$ cat config.mk
export PLATFORM = sky130hd
export DESIGN_NAME = mww_regs
export DESIGN_NICKNAME = d
export VERILOG_FILES = /design/src/pkg/mww_pkg.sv /design/src/hw/mww_regs.sv
export SDC_FILE = /design/constraint.sdc
export NUM_CORES = 1
export LEC_CHECK = 0
export ABC_CLOCK_PERIOD_IN_PS = 4500
export BUFFER_PORTS_ARGS = -buffer_cell sky130_fd_sc_hd__clkbuf_2
export CORE_MARGIN = 4
export CORE_UTILIZATION = 40
export DETAILED_ROUTE_END_ITERATION = 8
export HOLD_SLACK_MARGIN = 0.12
export PLACE_DENSITY = 0.57
export SLEW_MARGIN = 20
export SYNTH_ARGS = -nofsm -noshare
export SYNTH_HDL_FRONTEND = slang
export SYNTH_SLANG_ARGS = --single-unit
$ cat constraint.sdc
create_clock -name clk_sys_i -period 4.5 [get_ports clk_sys_i]
set_input_delay 0.225 -clock clk_sys_i [delete_from_list [all_inputs] [get_ports clk_sys_i]]
set_output_delay 0.225 -clock clk_sys_i [all_outputs]
set_load 0.01 [all_outputs]
$ cat src/pkg/mww_pkg.sv
package mww_pkg;
    localparam int CLK_NS = 20;
    localparam logic [7:0] OFS_PATTERN = 8'h70;
    localparam logic [7:0] OFS_DOG_CTL = 8'h78;
    localparam logic [7:0] OFS_ADD_STS = 8'h80;
    localparam logic [7:0] OFS_ADD_EN = 8'h84;
    localparam logic [7:0] OFS_CMD = 8'h88;
    localparam logic [7:0] OFS_WAKE_FLAGS = 8'hc0;
    localparam int PAT_WORDS = 25;
    localparam int PAT_MASK_WORDS = 4;
    localparam int PAT_CRC_LSB = 16;
    localparam int PAT_OFS_W = 8;
    localparam logic [15:0] CRC_PRESET_ONES = 16'hffff;
    localparam logic [15:0] CRC_PRESET_ZERO = 16'h0000;
    localparam int DOG_RWR = 5;
    localparam int DOG_RWD = 4;
    localparam int DOG_TSEL = 2;
    localparam int DOG_NOHOLD = 1;
    localparam int DOG_GUARD_OFF = 0;
    localparam logic [5:0] DOG_RST = 6'h00;
    localparam logic [5:0] DOG_WMASK = 6'h37;
    localparam int RX_DOG_BYTES = 2560;
    localparam logic [5:0] RX_REL_SHORT = 6'h18;
    localparam logic [5:0] RX_REL_LONG = 6'h30;
    localparam int ST_TX_EARLY_FLAG = 31;
    localparam int ST_RX_EARLY_FLAG = 30;
    localparam int ST_LCS = 29;
    localparam int ST_TDIS = 28;
    localparam int ST_PFR = 26;
    localparam int ST_ANS = 16;
    localparam int ST_AAS = 15;
    localparam int MAIN_W = 15;
    localparam logic [31:0] ADD_MASK = 32'hf4018000;
    localparam int CMD_HOLD = 24;
    localparam int CMD_LED4 = 23;
    localparam int CMD_RFS = 21;
    localparam int CMD_PM = 19;
    localparam int CMD_LEGACY = 18;
    localparam int CMD_FORCE = 7;
    localparam int CMD_PCLR = 6;
    localparam int CMD_PAUSE = 5;
    localparam logic [15:0] CMD_HI_RST = 16'ha05c;
    localparam logic [15:0] CMD_HI_WMASK = 16'h83e6;
    localparam logic [7:0] CMD_LO_RST = 8'h04;
    localparam logic [1:0] RFS_1K = 2'b11;
    localparam logic [1:0] RFS_2K = 2'b10;
    localparam longint JAB_100_NS = 2_600_000;
    localparam longint JAB_10_NS = 26_000_000;
    localparam longint HOLD_100_NS = 42_000_000;
    localparam longint HOLD_10_NS = 420_000_000;
    localparam int JAB_100_CYC = int'(JAB_100_NS / CLK_NS);
    localparam int JAB_10_CYC = int'(JAB_10_NS / CLK_NS);
    localparam int HOLD_100_CYC = int'(HOLD_100_NS / CLK_NS);
    localparam int HOLD_10_CYC = int'(HOLD_10_NS / CLK_NS);
    localparam int JAB_BYTES = 2560;
    typedef enum logic [1:0] {
        MWW_JB_IDLE = 2'b00,
        MWW_JB_RUN = 2'b01,
        MWW_JB_CUT = 2'b10,
        MWW_JB_HOLD = 2'b11
    } mww_jab_t;
endpackage

$ cat src/hw/mww_regs.sv
// Decided for this implementation: strobed register access.
`timescale 1ns/10ps
module mww_regs
    import mww_pkg::*;
#(
    parameter int JAB100 = JAB_100_CYC,
    parameter int JAB10 = JAB_10_CYC,
    parameter int HOLD100 = HOLD_100_CYC,
    parameter int HOLD10 = HOLD_10_CYC,
    parameter logic [7:0] CAP_PTR = 8'h40
) (
    input wire logic clk_sys_i,
    input wire logic rst_b_i,
    input wire logic por_b_i,
    input wire logic sw_rst_i,
    input wire logic [7:0] addr_i,
    input wire logic [31:0] wdata_i,
    input wire logic wr_i,
    input wire logic rd_i,
    output logic [31:0] rdata_o,
    input wire logic wake_frame_i,
    input wire logic wake_packet_i,
    input wire logic link_change_i,
    input wire logic wake_frame_en_i,
    input wire logic wake_packet_en_i,
    input wire logic link_change_en_i,
    input wire logic wake_status_clr_i,
    input wire logic power_up_i,
    input wire logic pattern_crc_preset_sel_i,
    input wire logic [4:0] pat_rd_addr_i,
    output logic [31:0] pat_rd_data_o,
    output logic [15:0] pat_crc_o,
    output logic [7:0] pat_offset_o,
    output logic [15:0] crc_preset_o,
    input wire logic carrier_i,
    input wire logic rx_byte_i,
    input wire logic bit_tick_i,
    output logic rx_dog_expired_o,
    input wire logic tx_active_i,
    input wire logic tx_byte_i,
    input wire logic speed100_i,
    output logic tx_enable_o,
    output logic babble_cut_o,
    input wire logic tx_early_evt_i,
    input wire logic rx_early_evt_i,
    input wire logic pause_frame_i,
    input wire logic tx_defer_evt_i,
    input wire logic link_int_evt_i,
    input wire logic [14:0] main_sts_i,
    input wire logic [14:0] main_en_i,
    output logic [14:0] main_sts_clr_o,
    output logic main_en_wr_o,
    output logic [14:0] main_en_wdata_o,
    output logic normal_sum_o,
    output logic abnormal_sum_o,
    input wire logic ee_load_i,
    input wire logic [15:0] ee_data_i,
    input wire logic an_done_i,
    input wire logic an_pause_i,
    input wire logic link_i,
    input wire logic activity_i,
    input wire logic duplex_i,
    input wire logic collision_i,
    output logic [3:0] led_o,
    output logic rx_fifo_1k_o,
    output logic [7:0] cap_ptr_o,
    output logic wake_packet_default_o,
    output logic pause_en_o,
    output logic wake_req_o
);
    logic [31:0] pat_mem [PAT_WORDS];
    logic [4:0] pat_ptr;
    logic [2:0] wake_flags;
    logic wake_stat;
    logic [5:0] dog_ctl;
    logic [31:0] add_sts;
    logic [31:0] add_en;
    logic [15:0] cmd_hi;
    logic [7:0] cmd_lo;
    logic [11:0] rx_cnt;
    logic [5:0] rel_cnt;
    logic carrier_q;
    mww_jab_t jab_st;
    logic [24:0] jab_cnt;
    logic [24:0] next_jab_cnt;
    logic [31:0] sts_set;
    logic [31:0] next_sts;
    logic [2:0] wake_set;

    function automatic logic hit(input logic [7:0] a, input logic [7:0] o);
        hit = (a == o);
    endfunction

    wire wr_pat = wr_i && hit(addr_i, OFS_PATTERN);
    wire wr_dog = wr_i && hit(addr_i, OFS_DOG_CTL);
    wire wr_sts = wr_i && hit(addr_i, OFS_ADD_STS);
    wire wr_en = wr_i && hit(addr_i, OFS_ADD_EN);
    wire wr_cmd = wr_i && hit(addr_i, OFS_CMD);
    wire wr_wake = wr_i && hit(addr_i, OFS_WAKE_FLAGS);
    wire pm_on = cmd_hi[CMD_PM-16];

    // wake flags live on power-up reset only so hw/sw resets keep them
    assign wake_set = {wake_frame_i, wake_packet_i, link_change_i};
    always_ff @(posedge clk_sys_i or negedge por_b_i) begin
        if (!por_b_i) begin
            wake_flags <= 3'h0;
        end else begin
            // set wins over a same-cycle write-one clear
            wake_flags <= (wake_flags & ~({3{wr_wake}} & wdata_i[2:0]))
                | wake_set;
        end
    end

    always_ff @(posedge clk_sys_i or negedge por_b_i) begin
        if (!por_b_i) begin
            wake_stat <= 1'b0;
        end else if ((wake_frame_i && wake_frame_en_i)
                || (wake_packet_i && wake_packet_en_i)
                || (link_change_i && link_change_en_i)) begin
            wake_stat <= 1'b1;
        end else if (wake_status_clr_i) begin
            wake_stat <= 1'b0;
        end else if (power_up_i && !cmd_hi[CMD_HOLD-16]) begin
            wake_stat <= 1'b0;
        end
    end

    always_ff @(posedge clk_sys_i or negedge por_b_i) begin
        if (!por_b_i) begin
            wake_req_o <= 1'b0;
        end else begin
            wake_req_o <= cmd_lo[CMD_FORCE] | wake_stat;
        end
    end

    // pattern store: no reset, contents are loaded by software
    always_ff @(posedge clk_sys_i) begin
        if (wr_pat) begin
            pat_mem[pat_ptr] <= wdata_i;
        end
        pat_rd_data_o <= pat_mem[pat_rd_addr_i];
        pat_crc_o <= pat_mem[pat_rd_addr_i][31:PAT_CRC_LSB];
        pat_offset_o <= pat_mem[pat_rd_addr_i][PAT_OFS_W-1:0];
    end

    always_ff @(posedge clk_sys_i or negedge rst_b_i) begin
        if (!rst_b_i) begin
            pat_ptr <= 5'h00;
        end else if (sw_rst_i || cmd_lo[CMD_PCLR]) begin
            pat_ptr <= 5'h00;
        end else if (wr_pat) begin
            // wrap keeps a 26th write inside the filter area
            if (pat_ptr == 5'(PAT_WORDS - 1)) begin
                pat_ptr <= 5'h00;
            end else begin
                pat_ptr <= pat_ptr + 5'h01;
            end
        end
    end

    always_ff @(posedge clk_sys_i or negedge rst_b_i) begin
        if (!rst_b_i) begin
            crc_preset_o <= CRC_PRESET_ZERO;
        end else begin
            crc_preset_o <= pattern_crc_preset_sel_i ? CRC_PRESET_ONES
                : CRC_PRESET_ZERO;
        end
    end

    always_ff @(posedge clk_sys_i or negedge rst_b_i) begin
        if (!rst_b_i) begin
            dog_ctl <= DOG_RST;
        end else if (sw_rst_i) begin
            dog_ctl <= DOG_RST;
        end else if (wr_dog) begin
            dog_ctl <= wdata_i[5:0] & DOG_WMASK;
        end
    end

    // receive watchdog
    always_ff @(posedge clk_sys_i or negedge rst_b_i) begin
        if (!rst_b_i) begin
            carrier_q <= 1'b0;
            rx_cnt <= 12'h000;
            rel_cnt <= 6'h00;
            rx_dog_expired_o <= 1'b0;
        end else begin
            carrier_q <= carrier_i;
            if (carrier_i && !carrier_q && !rx_dog_expired_o) begin
                rx_cnt <= 12'h000;
            end else if (carrier_i && rx_byte_i && rx_cnt != 12'hfff) begin
                rx_cnt <= rx_cnt + 12'h001;
            end
            // the byte that crosses the limit expires at once
            if (!dog_ctl[DOG_RWD] && carrier_i
                    && (rx_cnt > 12'(RX_DOG_BYTES)
                    || (rx_byte_i && rx_cnt == 12'(RX_DOG_BYTES)))) begin
                rx_dog_expired_o <= 1'b1;
            end else if (dog_ctl[DOG_RWD]) begin
                rx_dog_expired_o <= 1'b0;
            end else if (rx_dog_expired_o && !carrier_i && bit_tick_i) begin
                if (rel_cnt + 6'h01 >= (dog_ctl[DOG_RWR] ? RX_REL_LONG
                        : RX_REL_SHORT)) begin
                    rx_dog_expired_o <= 1'b0;
                    rx_cnt <= 12'h000;
                end
            end
            if (carrier_i || !rx_dog_expired_o) begin
                rel_cnt <= 6'h00;
            end else if (bit_tick_i) begin
                rel_cnt <= rel_cnt + 6'h01;
            end
        end
    end

    // transmit jabber: counts cycles, or bytes in byte-count mode
    always_comb begin
        next_jab_cnt = jab_cnt;
        if (dog_ctl[DOG_TSEL]) begin
            if (tx_byte_i) begin
                next_jab_cnt = jab_cnt + 25'h1;
            end
        end else begin
            next_jab_cnt = jab_cnt + 25'h1;
        end
    end

    wire [24:0] jab_lim = dog_ctl[DOG_TSEL] ? 25'(JAB_BYTES)
        : (speed100_i ? 25'(JAB100) : 25'(JAB10));
    wire [24:0] hold_lim = speed100_i ? 25'(HOLD100) : 25'(HOLD10);

    always_ff @(posedge clk_sys_i or negedge rst_b_i) begin
        if (!rst_b_i) begin
            jab_st <= MWW_JB_IDLE;
            jab_cnt <= 25'h0;
        end else begin
            case (jab_st)
                MWW_JB_IDLE: begin
                    jab_cnt <= 25'h0;
                    if (tx_active_i && !dog_ctl[DOG_GUARD_OFF]) begin
                        jab_st <= MWW_JB_RUN;
                    end
                end
                MWW_JB_RUN: begin
                    jab_cnt <= next_jab_cnt;
                    if (!tx_active_i || dog_ctl[DOG_GUARD_OFF]) begin
                        jab_st <= MWW_JB_IDLE;
                    end else if (next_jab_cnt >= jab_lim) begin
                        jab_st <= MWW_JB_CUT;
                    end
                end
                MWW_JB_CUT: begin
                    jab_cnt <= 25'h0;
                    if (dog_ctl[DOG_NOHOLD] || dog_ctl[DOG_GUARD_OFF]) begin
                        jab_st <= MWW_JB_IDLE;
                    end else begin
                        jab_st <= MWW_JB_HOLD;
                    end
                end
                MWW_JB_HOLD: begin
                    jab_cnt <= jab_cnt + 25'h1;
                    if (dog_ctl[DOG_NOHOLD]
                            || jab_cnt + 25'h1 >= hold_lim) begin
                        jab_st <= MWW_JB_IDLE;
                    end
                end
                default: begin
                    jab_st <= MWW_JB_IDLE;
                end
            endcase
        end
    end

    always_ff @(posedge clk_sys_i or negedge rst_b_i) begin
        if (!rst_b_i) begin
            tx_enable_o <= 1'b1;
            babble_cut_o <= 1'b0;
        end else begin
            tx_enable_o <= !(jab_st == MWW_JB_CUT || jab_st == MWW_JB_HOLD);
            babble_cut_o <= (jab_st == MWW_JB_CUT);
        end
    end

    // added interrupt status, set beats write-one clear
    always_comb begin
        sts_set = 32'h0;
        sts_set[ST_TX_EARLY_FLAG] = tx_early_evt_i && add_en[ST_TX_EARLY_FLAG];
        sts_set[ST_RX_EARLY_FLAG] = rx_early_evt_i && add_en[ST_RX_EARLY_FLAG];
        sts_set[ST_PFR] = pause_frame_i && cmd_lo[CMD_PAUSE];
        sts_set[ST_LCS] = link_int_evt_i && add_en[ST_LCS];
        sts_set[ST_TDIS] = tx_defer_evt_i && add_en[ST_TDIS];
        sts_set[ST_ANS] = sts_set[ST_TX_EARLY_FLAG] || sts_set[ST_RX_EARLY_FLAG];
        sts_set[ST_AAS] = sts_set[ST_PFR] || sts_set[ST_LCS]
            || sts_set[ST_TDIS];
        next_sts = add_sts & ~({32{wr_sts}} & wdata_i) & ADD_MASK;
        next_sts = next_sts | sts_set;
    end

    always_ff @(posedge clk_sys_i or negedge rst_b_i) begin
        if (!rst_b_i) begin
            add_sts <= 32'h0;
            add_en <= 32'h0;
        end else if (sw_rst_i) begin
            add_sts <= 32'h0;
            add_en <= 32'h0;
        end else begin
            add_sts <= next_sts;
            if (wr_en) begin
                add_en <= wdata_i & ADD_MASK;
            end
        end
    end

    // low bits forward to the main status and enable registers
    always_ff @(posedge clk_sys_i or negedge rst_b_i) begin
        if (!rst_b_i) begin
            main_sts_clr_o <= 15'h0;
            main_en_wr_o <= 1'b0;
            main_en_wdata_o <= 15'h0;
        end else begin
            main_sts_clr_o <= wr_sts ? wdata_i[MAIN_W-1:0] : 15'h0;
            main_en_wr_o <= wr_en;
            main_en_wdata_o <= wdata_i[MAIN_W-1:0];
        end
    end

    always_ff @(posedge clk_sys_i or negedge rst_b_i) begin
        if (!rst_b_i) begin
            normal_sum_o <= 1'b0;
            abnormal_sum_o <= 1'b0;
        end else begin
            normal_sum_o <= add_en[ST_ANS]
                && ((add_sts[ST_TX_EARLY_FLAG] && add_en[ST_TX_EARLY_FLAG])
                || (add_sts[ST_RX_EARLY_FLAG] && add_en[ST_RX_EARLY_FLAG]));
            abnormal_sum_o <= add_en[ST_AAS]
                && ((add_sts[ST_PFR] && add_en[ST_PFR])
                || (add_sts[ST_TDIS] && add_en[ST_TDIS])
                || (add_sts[ST_LCS] && add_en[ST_LCS]));
        end
    end

    // command register upper half; eeprom reload overrides a same-cycle write to it
    always_ff @(posedge clk_sys_i or negedge rst_b_i) begin
        if (!rst_b_i) begin
            cmd_hi <= CMD_HI_RST;
        end else if (ee_load_i) begin
            cmd_hi <= ee_data_i;
        end else if (wr_cmd) begin
            cmd_hi <= (cmd_hi & ~CMD_HI_WMASK)
                | (wdata_i[31:16] & CMD_HI_WMASK);
            if (wdata_i[CMD_RFS+1:CMD_RFS] != RFS_1K
                    && wdata_i[CMD_RFS+1:CMD_RFS] != RFS_2K) begin
                cmd_hi[CMD_RFS-15:CMD_RFS-16]
                    <= cmd_hi[CMD_RFS-15:CMD_RFS-16];
            end
        end
    end

    always_ff @(posedge clk_sys_i or negedge rst_b_i) begin
        if (!rst_b_i) begin
            cmd_lo <= CMD_LO_RST;
        end else begin
            if (wr_cmd) begin
                cmd_lo <= wdata_i[7:0];
            end
            if (!an_done_i) begin
                cmd_lo[CMD_PAUSE] <= an_pause_i;
            end
        end
    end

    always_ff @(posedge clk_sys_i or negedge rst_b_i) begin
        if (!rst_b_i) begin
            led_o <= 4'h0;
            rx_fifo_1k_o <= 1'b0;
            cap_ptr_o <= 8'h00;
            wake_packet_default_o <= 1'b0;
            pause_en_o <= 1'b0;
        end else begin
            if (cmd_hi[CMD_LED4-16]) begin
                led_o <= {duplex_i | collision_i, activity_i,
                    link_i & ~speed100_i, link_i & speed100_i};
            end else begin
                led_o <= {1'b0, duplex_i | collision_i,
                    link_i & ~activity_i, speed100_i};
            end
            rx_fifo_1k_o <= (cmd_hi[CMD_RFS-15:CMD_RFS-16] == RFS_1K);
            cap_ptr_o <= pm_on ? CAP_PTR : 8'h00;
            wake_packet_default_o <= pm_on && cmd_hi[CMD_LEGACY-16];
            pause_en_o <= cmd_lo[CMD_PAUSE];
        end
    end

    // read data one cycle after the strobe, zero otherwise
    always_ff @(posedge clk_sys_i or negedge rst_b_i) begin
        if (!rst_b_i) begin
            rdata_o <= 32'h0;
        end else if (!rd_i) begin
            rdata_o <= 32'h0;
        end else begin
            case (addr_i)
                OFS_DOG_CTL: rdata_o <= {26'h0, dog_ctl};
                OFS_ADD_STS: rdata_o <= {add_sts[31:15], main_sts_i};
                OFS_ADD_EN: rdata_o <= {add_en[31:15], main_en_i};
                OFS_CMD: rdata_o <= {cmd_hi, 8'h00, cmd_lo};
                OFS_WAKE_FLAGS: rdata_o <= {28'h0, wake_stat, wake_flags};
                default: rdata_o <= 32'h0;
            endcase
        end
    end

    chk_wake_flag_set: assert property (@(posedge clk_sys_i)
        disable iff (!por_b_i) wake_frame_i |=> wake_flags[2])
        else $error("wake frame flag not set");
    chk_wake_flag_hold: assert property (@(posedge clk_sys_i)
        disable iff (!por_b_i) (wake_flags[1] && !wr_wake) |=> wake_flags[1])
        else $error("wake packet flag dropped without clear");
    chk_ptr_clear: assert property (@(posedge clk_sys_i)
        disable iff (!rst_b_i) cmd_lo[CMD_PCLR] |=> pat_ptr == 5'h00)
        else $error("pattern pointer not cleared");
    chk_ptr_step: assert property (@(posedge clk_sys_i)
        disable iff (!rst_b_i)
        (wr_pat && !cmd_lo[CMD_PCLR] && !sw_rst_i && pat_ptr < 5'd24)
        |=> pat_ptr == $past(pat_ptr) + 5'h01)
        else $error("pattern pointer did not advance");
    chk_ptr_range: assert property (@(posedge clk_sys_i)
        disable iff (!rst_b_i) pat_ptr < 5'd25)
        else $error("pattern pointer out of range");
    chk_dog_off: assert property (@(posedge clk_sys_i)
        disable iff (!rst_b_i) dog_ctl[DOG_RWD] |=> !rx_dog_expired_o)
        else $error("watchdog expired while disabled");
    chk_jab_cut_out: assert property (@(posedge clk_sys_i)
        disable iff (!rst_b_i) (jab_st == MWW_JB_CUT) |=> !tx_enable_o)
        else $error("transmit not cut after jabber");
    chk_jab_nohold: assert property (@(posedge clk_sys_i)
        disable iff (!rst_b_i)
        (jab_st == MWW_JB_CUT && dog_ctl[DOG_NOHOLD])
        |=> jab_st == MWW_JB_IDLE ##1 tx_enable_o)
        else $error("no-holdoff did not re-enable");
    chk_tx_early: assert property (@(posedge clk_sys_i)
        disable iff (!rst_b_i || sw_rst_i)
        (tx_early_evt_i && add_en[ST_TX_EARLY_FLAG]) |=> add_sts[ST_TX_EARLY_FLAG]
        && add_sts[ST_ANS])
        else $error("transmit early status not latched");
    chk_pause_gate: assert property (@(posedge clk_sys_i)
        disable iff (!rst_b_i || sw_rst_i)
        (!add_sts[ST_PFR] && !cmd_lo[CMD_PAUSE]) |=> !add_sts[ST_PFR])
        else $error("pause status set while disabled");
    chk_cap_ptr: assert property (@(posedge clk_sys_i)
        disable iff (!rst_b_i) !pm_on |=> cap_ptr_o == 8'h00)
        else $error("capability pointer not zero");
    chk_force_pin: assert property (@(posedge clk_sys_i)
        disable iff (!por_b_i) cmd_lo[CMD_FORCE] |=> wake_req_o)
        else $error("wake pin not forced");
endmodule

==> results of run 1 <==
## where the power goes
part	total, mW	switching [mW]	internal (mW)
logic	1.30	0.704	0.595
registers	10.3	0.146	10.2
clock network	8.92	3.64	5.28
## kinds of logic (layout without fill, tap and decap cells)
family          Yosys count  in the layout
buf+inv                 193            643
flops                  1008           1008
fa+ha+maj                34             34
other cells               1              8
simple gates            388            388
xor+xnor                 65             65
compound gates          152            152
mux                     347            347
## layer usage
layer	vias up	GRT usage (%)	wire (um)
met5	-	0	0
met4	0	5.45	2490
met3	133	3.37	5710
met2	652	31.3	49500
met1	11400	26.0	43100
li1	9370	-	-
## stage by stage
| stage | worst slack, ps | cell area [um2] | hold slack, ps | utilization [%] |
|---|---|---|---|---|
| 6_report | 757 | 48100 | 134 | 47.9 |
| 4_1_cts | 819 | 48100 | 124 | 47.9 |
| 3_5_place_dp | 823 | 43500 | 50.7 | 43.3 |
| 2_1_floorplan | 1140 | 40600 | -70.6 | - |
| 5_1_grt | 495 | 48100 | 172 | 47.9 |
| 3_3_place_gp | 836 | 43500 | 47.1 | 43.3 |
## worst max-delay path, cell delays in order, from the launching register on
cell and delay [ps]:
dfrtp_1 510, ha_1 390, inv_1 110, or4_4 650
nor3b_2 250, xor2_1 140, ha_1 200, nor4bb_1 440
nand3_1 130, nor3_1 200, nor3_2 90, a221oi_1 240
a21oi_1 130, a21bo_1 210
## layout make-up
class / count / area share (%)
antenna: 1 / 0.00520
clock buffer: 140 / 6.08
clock inverter: 60 / 1.41
inverter: 21 / 0.164
multi-input combinational: 993 / 22.2
sequential: 1008 / 60.5
tap: 1357 / 3.53
timing repair buffer: 422 / 6.12
## path summary, 6_finish.rpt
path                       slack, ps                  start  cells after the start                           end
max                              760   jab_cnt[0]$_DFF_PN0_                     13         jab_st[1]$_DFFE_PN0P_
min                              130             wdata_i[6]                      1  main_en_wdata_o[6]$_DFF_PN0_
max reg2reg                      760   jab_cnt[0]$_DFF_PN0_                     13         jab_st[1]$_DFFE_PN0P_
min reg2reg                      410  cmd_hi[3]$_DFFE_PN1P_                      0        cap_ptr_o[6]$_DFF_PN0_
max in group asynchronous       3240                rst_b_i                      3          jab_cnt[6]$_DFF_PN0_
min in group asynchronous        160                rst_b_i                      2        add_en[26]$_DFFE_PN0P_
## layout by cell type (no fill, tap or decap), types with 11 or more instances in the layout
cell             n
xnor2_1         35
dfxtp_1         32
dfrtp_1        168
edfxtp_1       800
clkinv_2        19
a21oi_1         32
and3_1          35
nor3_1          14
mux2i_1         11
dlygate4sd3_1   95
o21ai_0         24
clkinv_1        15
nand4_1         19
mux2_2         111
mux4_2         224
a222oi_1        12
bufinv_16       12
clkbuf_2       267
nand2_1         89
nor2_4          25
buf_4           40
buf_12          15
inv_1           21
and2_1          20
clkbuf_16      109
ha_1            34
xor2_1          30
a22oi_1         22
nor2_1          81
clkbuf_1        23
nand3_1         43
## sequential cells by signal, indices dropped and copies added, names as in the netlist, 2 cells and up
register / count
pat_mem: 800
rx_cnt: 12
main_sts_clr_o: 15
add_en: 7
wake_flags: 3
pat_offset_o: 7
led_o: 4
main_en_wdata_o: 15
pat_crc_o: 16
pat_ptr: 5
jab_st: 2
rdata_o: 32
cmd_hi: 16
rel_cnt: 6
dog_ctl: 5
cmd_lo: 8
add_sts: 7
jab_cnt: 25
pat_rd_data_o: 9
==> results.toml, run 1 <==
[clock_tree]
htreeDepth = 3
cts_root_buf = "clkbuf_16"
ctsResizeCount = 0
path_clk_slew_ps = 60
cts_buffers = 106
cts.path.max_buffers = 3
clk_latency_ps = 680
postCtsSetupRepairBufs = 0
cts_tree = "yes"
cts-hold-fix-buffers = 95
clock-sinks = 1008

[synth]
synth_compound_area_share_pct = 2.69
synth_area_um2 = 40600
synth-main-ff-cell = "edfxtp_1"
synthMuxAreaShare_pct = 15.8
synthAdderAreaFrac_pct = 1.05
synth-xor-area-share_pct = 1.40
yosys.area.top_type = "edfxtp_1"
ys_top_cells_by_count = "edfxtp_1 (800), mux4_2 (224), dfrtp_1 (168)"
synth.most_common_cell = "edfxtp_1"
avgSynthCellArea_um2 = 18.5
ys_seq_area_share_pct = 71.7
ys_warn_count = 0
synthSimpleGateAreaFrac_pct = 4.81
synth_edf_count = 800
synth.top_cell.area_share_pct = 59.2
synth_cells = 2188
synth_area_leaders = "edfxtp_1 (59%), mux4_2 (12%), dfrtp_1 (10%), mux2_2 (3.1%), dfxtp_1 (1.6%)"
ys_ff_latch = 1008
synth_top_family_by_area = "multiplexers"
ys_types = 77
synth-async-reset-ratio_pct = 17.5

[sta]
finalHoldViolCount = 0
maxSlewViolCount = 0
fin_skew_ps = 33.7
fmax_mhz = 267
max_slew_margin_pct = 32.7
tns_ps = 0
worstMarginPinSlew_ps = 1010
finalSetupViolations = 0
fin_crit_sh_pct = 83.2
final.min_clock_period_ps = 3740
rsz0062_at_grt = "no"

[drt]
ant_nets = 0
drt_iter0_drc = 1776
routed_wl_um = 101000
first_pass_iters = 7
avgRoutedWirePerCell_um = 25.2
viasPerCell = 5.38
drc = 0
vias = 21500

[grt]
antenna_found_initial = 6
overflow = 0
grt_max_degree = 97
grt_pass1_wl_um = 151000
grt_usage_pct = 18.9
grt_pass1_vias = 23000

[run_status]
status = "finished clean"

[worst_setup_path]
worstSetupPathType = "flop to flop"
required_ps = 5100
startpoint_type = "flop"
critical_path_arrival_ps = 4340
crit_path_max_fanout = 11
cp-end-kind = "flop"

[floorplanning]
rows = 116
die_width_um = 326
coreArea_um2 = 100000
die_h_um = 326
die-area_um2 = 107000
start_util_pct = 40.4
boundaryPins = 280

[cells_and_area]
final_net_count = 2710
fin_cells = 4002
final-seq-area_um2 = 29100
multi_input_area_um2 = 10700
fillers = 8497
drive_gt1_share_pct = 33.3
area_delta_synth_final_pct = 18.5

[place]
dp_hpwl_um = 61400
portBuffers = 272
placed_cells = 3706
place.gp.congestion = 0.837

[power]
p_per_area_nw_per_um2 = 427
p_leak_nw = 17.0
total_power_mw = 20.5
vdd_drop_max_uv = 269

[flow_run]
cap_violations = 0

[hold_path]
worstHoldPathType = "input pin to flop"
No activity file was read; power rests on OpenSTA's default activity.
==> run 2: changes to the inputs <==
--- a/config.mk
+++ b/config.mk
@@ -5,7 +5,7 @@
 export SDC_FILE = /design/constraint.sdc
 export NUM_CORES = 1
 export LEC_CHECK = 0
-export ABC_CLOCK_PERIOD_IN_PS = 4500
+export ABC_CLOCK_PERIOD_IN_PS = 3450
 export BUFFER_PORTS_ARGS = -buffer_cell sky130_fd_sc_hd__clkbuf_2
 export CORE_MARGIN = 4
 export CORE_UTILIZATION = 40
==> constraint.sdc (replaced) <==
create_clock -name clk_sys_i -period 3.45 [get_ports clk_sys_i]
set_input_delay 0.1725 -clock clk_sys_i [delete_from_list [all_inputs] [get_ports clk_sys_i]]
set_output_delay 0.1725 -clock clk_sys_i [all_outputs]
set_load 0.01 [all_outputs]
==> run 2 against run 1 <==
  * Sequential cell count unchanged
  * Sequential power up 30%
  * Critical endpoint unchanged
  * Combinational power up 41%
==> results.toml, run 2 (synthesis gave the netlist of run 1 again) <==
[cells_and_area]
largest_reg_flops = 800
fin_cells = 4056
regMostFlops = "pat_mem"
mostFrequentLayoutCell = "edfxtp_1"
multi_input_area_um2 = 10700
drive_gt1_share_pct = 33.7
fillers = 8380
final-seq-area_um2 = 29100
final_net_count = 2760
largestRegisters = "pat_mem x800, rdata_o x32, jab_cnt x25"
final_cell_mix = "edfxtp_1 (800), clkbuf_2 (267), mux4_2 (224)"
area_delta_synth_final_pct = 19.7

[sta]
fmax_mhz = 307
finalSetupViolations = 0
fin_crit_sh_pct = 94.5
worstMarginPinSlew_ps = 1080
maxSlewViolCount = 0
final.min_clock_period_ps = 3260
setup_slack_ps = 190
rsz0062_at_grt = "no"
hold_ws_ps = 133
max_slew_margin_pct = 28.0
finalHoldViolCount = 0
tns_ps = 0
fin_skew_ps = 26.3

[worst_setup_path]
cp-end-kind = "flop"
crit_path_max_fanout = 10
cp.buffers_inverters = 0
worstSetupPathType = "flop to flop"
startpoint_type = "flop"
cpPeakStageDelay_ps = 530
slowest_stage = "dfrtp_1"
required_ps = 4030
crit_chain = "nand2_1 -> or4_4 -> nor3_1 -> xor2_1 -> ha_1 -> a211o_1 -> nor2_1 -> a211oi_1 -> o21a_1 -> a211oi_1 -> nand4_1 -> a21bo_1"
crit_family = "simple AND/OR/NAND/NOR gates"
critical_path_arrival_ps = 3840
critPathMostFrequentCell = "a211oi_1"

[clock_tree]
cts_buffers = 106
cts.path.max_buffers = 3
path_clk_slew_ps = 60
htreeDepth = 3
postCtsSetupRepairBufs = 0
clock-sinks = 1008
cts_root_buf = "clkbuf_16"
cts_tree = "yes"
clk_latency_ps = 690

[floorplanning]
boundaryPins = 280
coreArea_um2 = 100000
rows = 116
start_util_pct = 40.4
die_h_um = 326
die-area_um2 = 107000
die_width_um = 326

[place]
place.gp.congestion = 0.866
dp_hpwl_um = 60800
placed_cells = 3741
portBuffers = 272
dp_slack_ps = 110

[drt]
drt_iter0_drc = 1743
avgRoutedWirePerCell_um = 25.5
ant_nets = 0
drc = 0
vias = 21900
routed_wl_um = 104000
first_pass_iters = 7
viasPerCell = 5.40

[power]
p_leak_nw = 17.2
total_power_mw = 26.4
vdd_drop_max_uv = 486
p_per_area_nw_per_um2 = 545

[grt]
grt_pass1_vias = 23100
grt_max_degree = 80
antenna_found_initial = 6
overflow = 0
grt_usage_pct = 19.5
grt_pass1_wl_um = 154000

[run_status]
status = "finished clean"

[flow_run]
cap_violations = 0

[hold_path]
worstHoldPathType = "input pin to flop"
run 2: cell types whose count changed in the layout (fill, tap and decap cells not counted), sizes merged:
cell	change
bufinv	-6
dlygate4sd3	+14
clkbuf	+18
clkinv	-9
inv	-2
buf	+36
diode	+2
clkinvlp	+1
run 2: final cells by class:
cell class,count,share of cell area [%]
Antenna cell,3,0.0155
Clock buffer,158,6.16
Clock inverter,44,0.946
Inverter,21,0.162
Multi-Input combinational cell,993,22.1
Sequential cell,1008,59.9
Tap cell,1357,3.50
Timing Repair Buffer,472,7.26
run 2: path summary, 6_finish.rpt:
kind	startpoint	endpoint	slack, ps	cells after the start
max	jab_cnt[11]$_DFF_PN0_	jab_st[1]$_DFFE_PN0P_	190	12
min	addr_i[3]	pat_ptr[0]$_DFFE_PN0P_	130	5
max reg2reg	jab_cnt[11]$_DFF_PN0_	jab_st[1]$_DFFE_PN0P_	190	12
min reg2reg	cmd_hi[3]$_DFFE_PN1P_	cap_ptr_o[6]$_DFF_PN0_	420	0
max in group asynchronous	rst_b_i	cmd_hi[6]$_DFFE_PN1P_	2300	4
min in group asynchronous	por_b_i	wake_flags[0]$_DFF_PN0_	410	3
run 2: timing repair:
item / 4_1_cts / 5_1_grt
resized for setup: 0 / 6
endpoints found under the setup margin: 0 / 2
hold buffers: 110 / 0
endpoints found under the hold margin: 636 / 0
run 2: metal layers:
layer  vias to the layer above  part of all wire, %  global-route usage, %
met3                       169                  5.9                   3.61
met2                       729                   49                   32.5
li1                       9460                    -                      -
met5                         -                    0                      0
met1                     11500                   42                   26.2
met4                         0                  2.6                   5.81
run 2: power by group:
group	total (mW)	internal, mW	switching, mW	leakage, nW
combinational	1.83	0.844	0.981	5.73
clock	11.2	6.47	4.73	1.67
sequential	13.4	13.3	0.144	9.76
run 2: worst min-delay path, stage by stage:
cell	delay, ps
clkbuf_2	110
nor4_1	60
nand3_1	250
a21oi_1	110
nor2_1	70
run 2: per-stage QoR:
step / utilization (%) / area, um2
2_1_floorplan: - / 40600
3_3_place_gp: 43.8 / 43900
3_5_place_dp: 43.8 / 43900
4_1_cts: 48.3 / 48500
5_1_grt: 48.3 / 48500
6_report: 48.3 / 48500
==> run 3: changes to the inputs <==
--- a/config.mk
+++ b/config.mk
@@ -10,8 +10,10 @@
 export CORE_MARGIN = 4
 export CORE_UTILIZATION = 40
 export DETAILED_ROUTE_END_ITERATION = 8
-export HOLD_SLACK_MARGIN = 0.12
+export HOLD_SLACK_MARGIN = 0.02
 export PLACE_DENSITY = 0.57
+export REMOVE_ABC_BUFFERS = 1
+export SETUP_SLACK_MARGIN = 0.1
 export SLEW_MARGIN = 20
 export SYNTH_ARGS = -nofsm -noshare
 export SYNTH_HDL_FRONTEND = slang
==> run 3 against run 2 <==
  * Core utilization fell by 0.16 points
  * Clock skew barely moved
  * Critical path depth did not move
  * Critical path type unchanged
==> results.toml, run 3 (synthesis gave the netlist of run 1 again) <==
[sta]
max_slew_margin_pct = 31.7
final.min_clock_period_ps = 3150
fmax_mhz = 318
fin_crit_sh_pct = 91.3
tns_ps = 0
finalSetupViolations = 0
rsz0062_at_grt = "no"
fin_skew_ps = 26.6
worstMarginPinSlew_ps = 1010
finalHoldViolCount = 0
setup_slack_ps = 302
maxSlewViolCount = 0

[drt]
vias = 21900
drc = 0
routed_wl_um = 104000
drt_iter0_drc = 1780
viasPerCell = 5.41
ant_nets = 0
first_pass_iters = 5
avgRoutedWirePerCell_um = 25.6

[floorplanning]
coreArea_um2 = 100000
rows = 116
die_width_um = 326
start_util_pct = 40.4
die-area_um2 = 107000
boundaryPins = 280
die_h_um = 326

[place]
dp_slack_ps = 146
portBuffers = 272
dp_hpwl_um = 63000
placed_cells = 3755
placed_cell_area_um2 = 44000
place.gp.congestion = 0.829

[cells_and_area]
fillers = 8473
final-seq-area_um2 = 29100
stdcell_area_um2 = 48400
largestRegisters = "pat_mem x800, rdata_o x32, jab_cnt x25"
area_delta_synth_final_pct = 19.3
regMostFlops = "pat_mem"
final_cell_mix = "edfxtp_1 (800), clkbuf_2 (267), mux4_2 (224)"
largest_reg_flops = 800
mostFrequentLayoutCell = "edfxtp_1"
final_net_count = 2752
multi_input_area_um2 = 10700
drive_gt1_share_pct = 34.7
fin_cells = 4047

[power]
p_per_area_nw_per_um2 = 548
p_leak_nw = 17.1
vdd_drop_max_uv = 410
total_power_mw = 26.5

[flow_run]
cap_violations = 0

[clock_tree]
cts_tree = "yes"
cts.path.max_buffers = 3
clk_latency_ps = 670
path_clk_slew_ps = 60
cts_root_buf = "clkbuf_16"
postCtsSetupRepairBufs = 0
htreeDepth = 3
clock-sinks = 1008
cts_buffers = 107

[grt]
met1_usage_pct = 27.6
antenna_found_initial = 7
use_met3_pct = 3.05
grt_pass1_wl_um = 154000
grt_pass1_vias = 23100
grt_util_met2_pct = 31.7
grt_max_degree = 74
grt-busiest-layer = "met2"
overflow = 0
grt_usage_pct = 19.4

[worst_setup_path]
crit_path_end = "jab_st[1]$_DFFE_PN0P_"
cp-end-kind = "flop"
reg2regPathDepth = 12
rr_endpoint = "jab_st[1]$_DFFE_PN0P_"
required_ps = 4010
worstSetupPathType = "flop to flop"
critical_path_arrival_ps = 3710
worstSetupStartpoint = "jab_cnt[2]$_DFF_PN0_"
startpoint_type = "flop"
r2r_start = "jab_cnt[2]$_DFF_PN0_"
crit_path_max_fanout = 6
reg2reg_setup_slack_ps = 300

[hold_path]
worstHoldPathType = "input pin to flop"

[run_status]
status = "finished clean"
-- run 3: cell type report --
class,count,area share (%)
Antenna cell,5,0.0259
Clock buffer,140,6.13
Clock inverter,60,1.07
Inverter,21,0.163
Multi-Input combinational cell,993,22.1
Sequential cell,1008,60.1
Tap cell,1357,3.51
Timing Repair Buffer,463,6.87
-- run 3: worst min path at each step --
stage / start / end / slack, ps / cells past startpoint
floorplan: rst_b_i / abnormal_sum_o$_DFF_PN0_ / -120 / 0
detailed placement: por_b_i / wake_stat$_DFFE_PN0P_ / 20 / 1
global placement: por_b_i / wake_stat$_DFFE_PN0P_ / 20 / 1
finish: wdata_i[27] / pat_mem[24][27]$_DFFE_PP_ / 60 / 1
global route: rx_byte_i / rx_dog_expired_o$_DFFE_PN0P_ / 70 / 6
CTS: wdata_i[27] / pat_mem[23][27]$_DFFE_PP_ / 20 / 1
-- run 3: through the flow --
stage / hold slack (ps) / utilization (%)
detailed placement: 19.7 / 43.8
finish: 57.2 / 48.2
global route: 66.0 / 48.2
global placement: 15.9 / 43.8
CTS: 21.3 / 48.1
floorplan: -123 / -
-- run 3: routing by layer --
layer	part of all wire [%]	up-vias
met5	0	-
met4	2.5	0
met3	5.8	151
met2	48	722
met1	44	11600
li1	-	9433
-- run 3: critical path: stages (launching register included) --
cell	delay (ps)
dfrtp_1	420
nand4_4	170
or4_4	610
nor3_1	200
xor2_1	170
ha_1	280
a211o_1	280
nor2_1	90
a211oi_1	80
o21a_1	170
a211oi_1	230
nand4_1	150
a21bo_1	180
-- run 3: repair_timing --
item	4_1_cts	5_1_grt
resized for setup	0	10
hold buffers	87	0
hold endpoints to repair	222	0
setup endpoints to repair	0	2
-- run 3: report_power, final --
part / switching, mW / internal, mW / total, mW / leakage [nW]
clock network: 4.71 / 6.59 / 11.3 / 1.70
registers: 0.133 / 13.3 / 13.4 / 9.75
logic: 0.976 / 0.835 / 1.81 / 5.68
total: 5.82 / 20.7 / 26.5 / 17.1
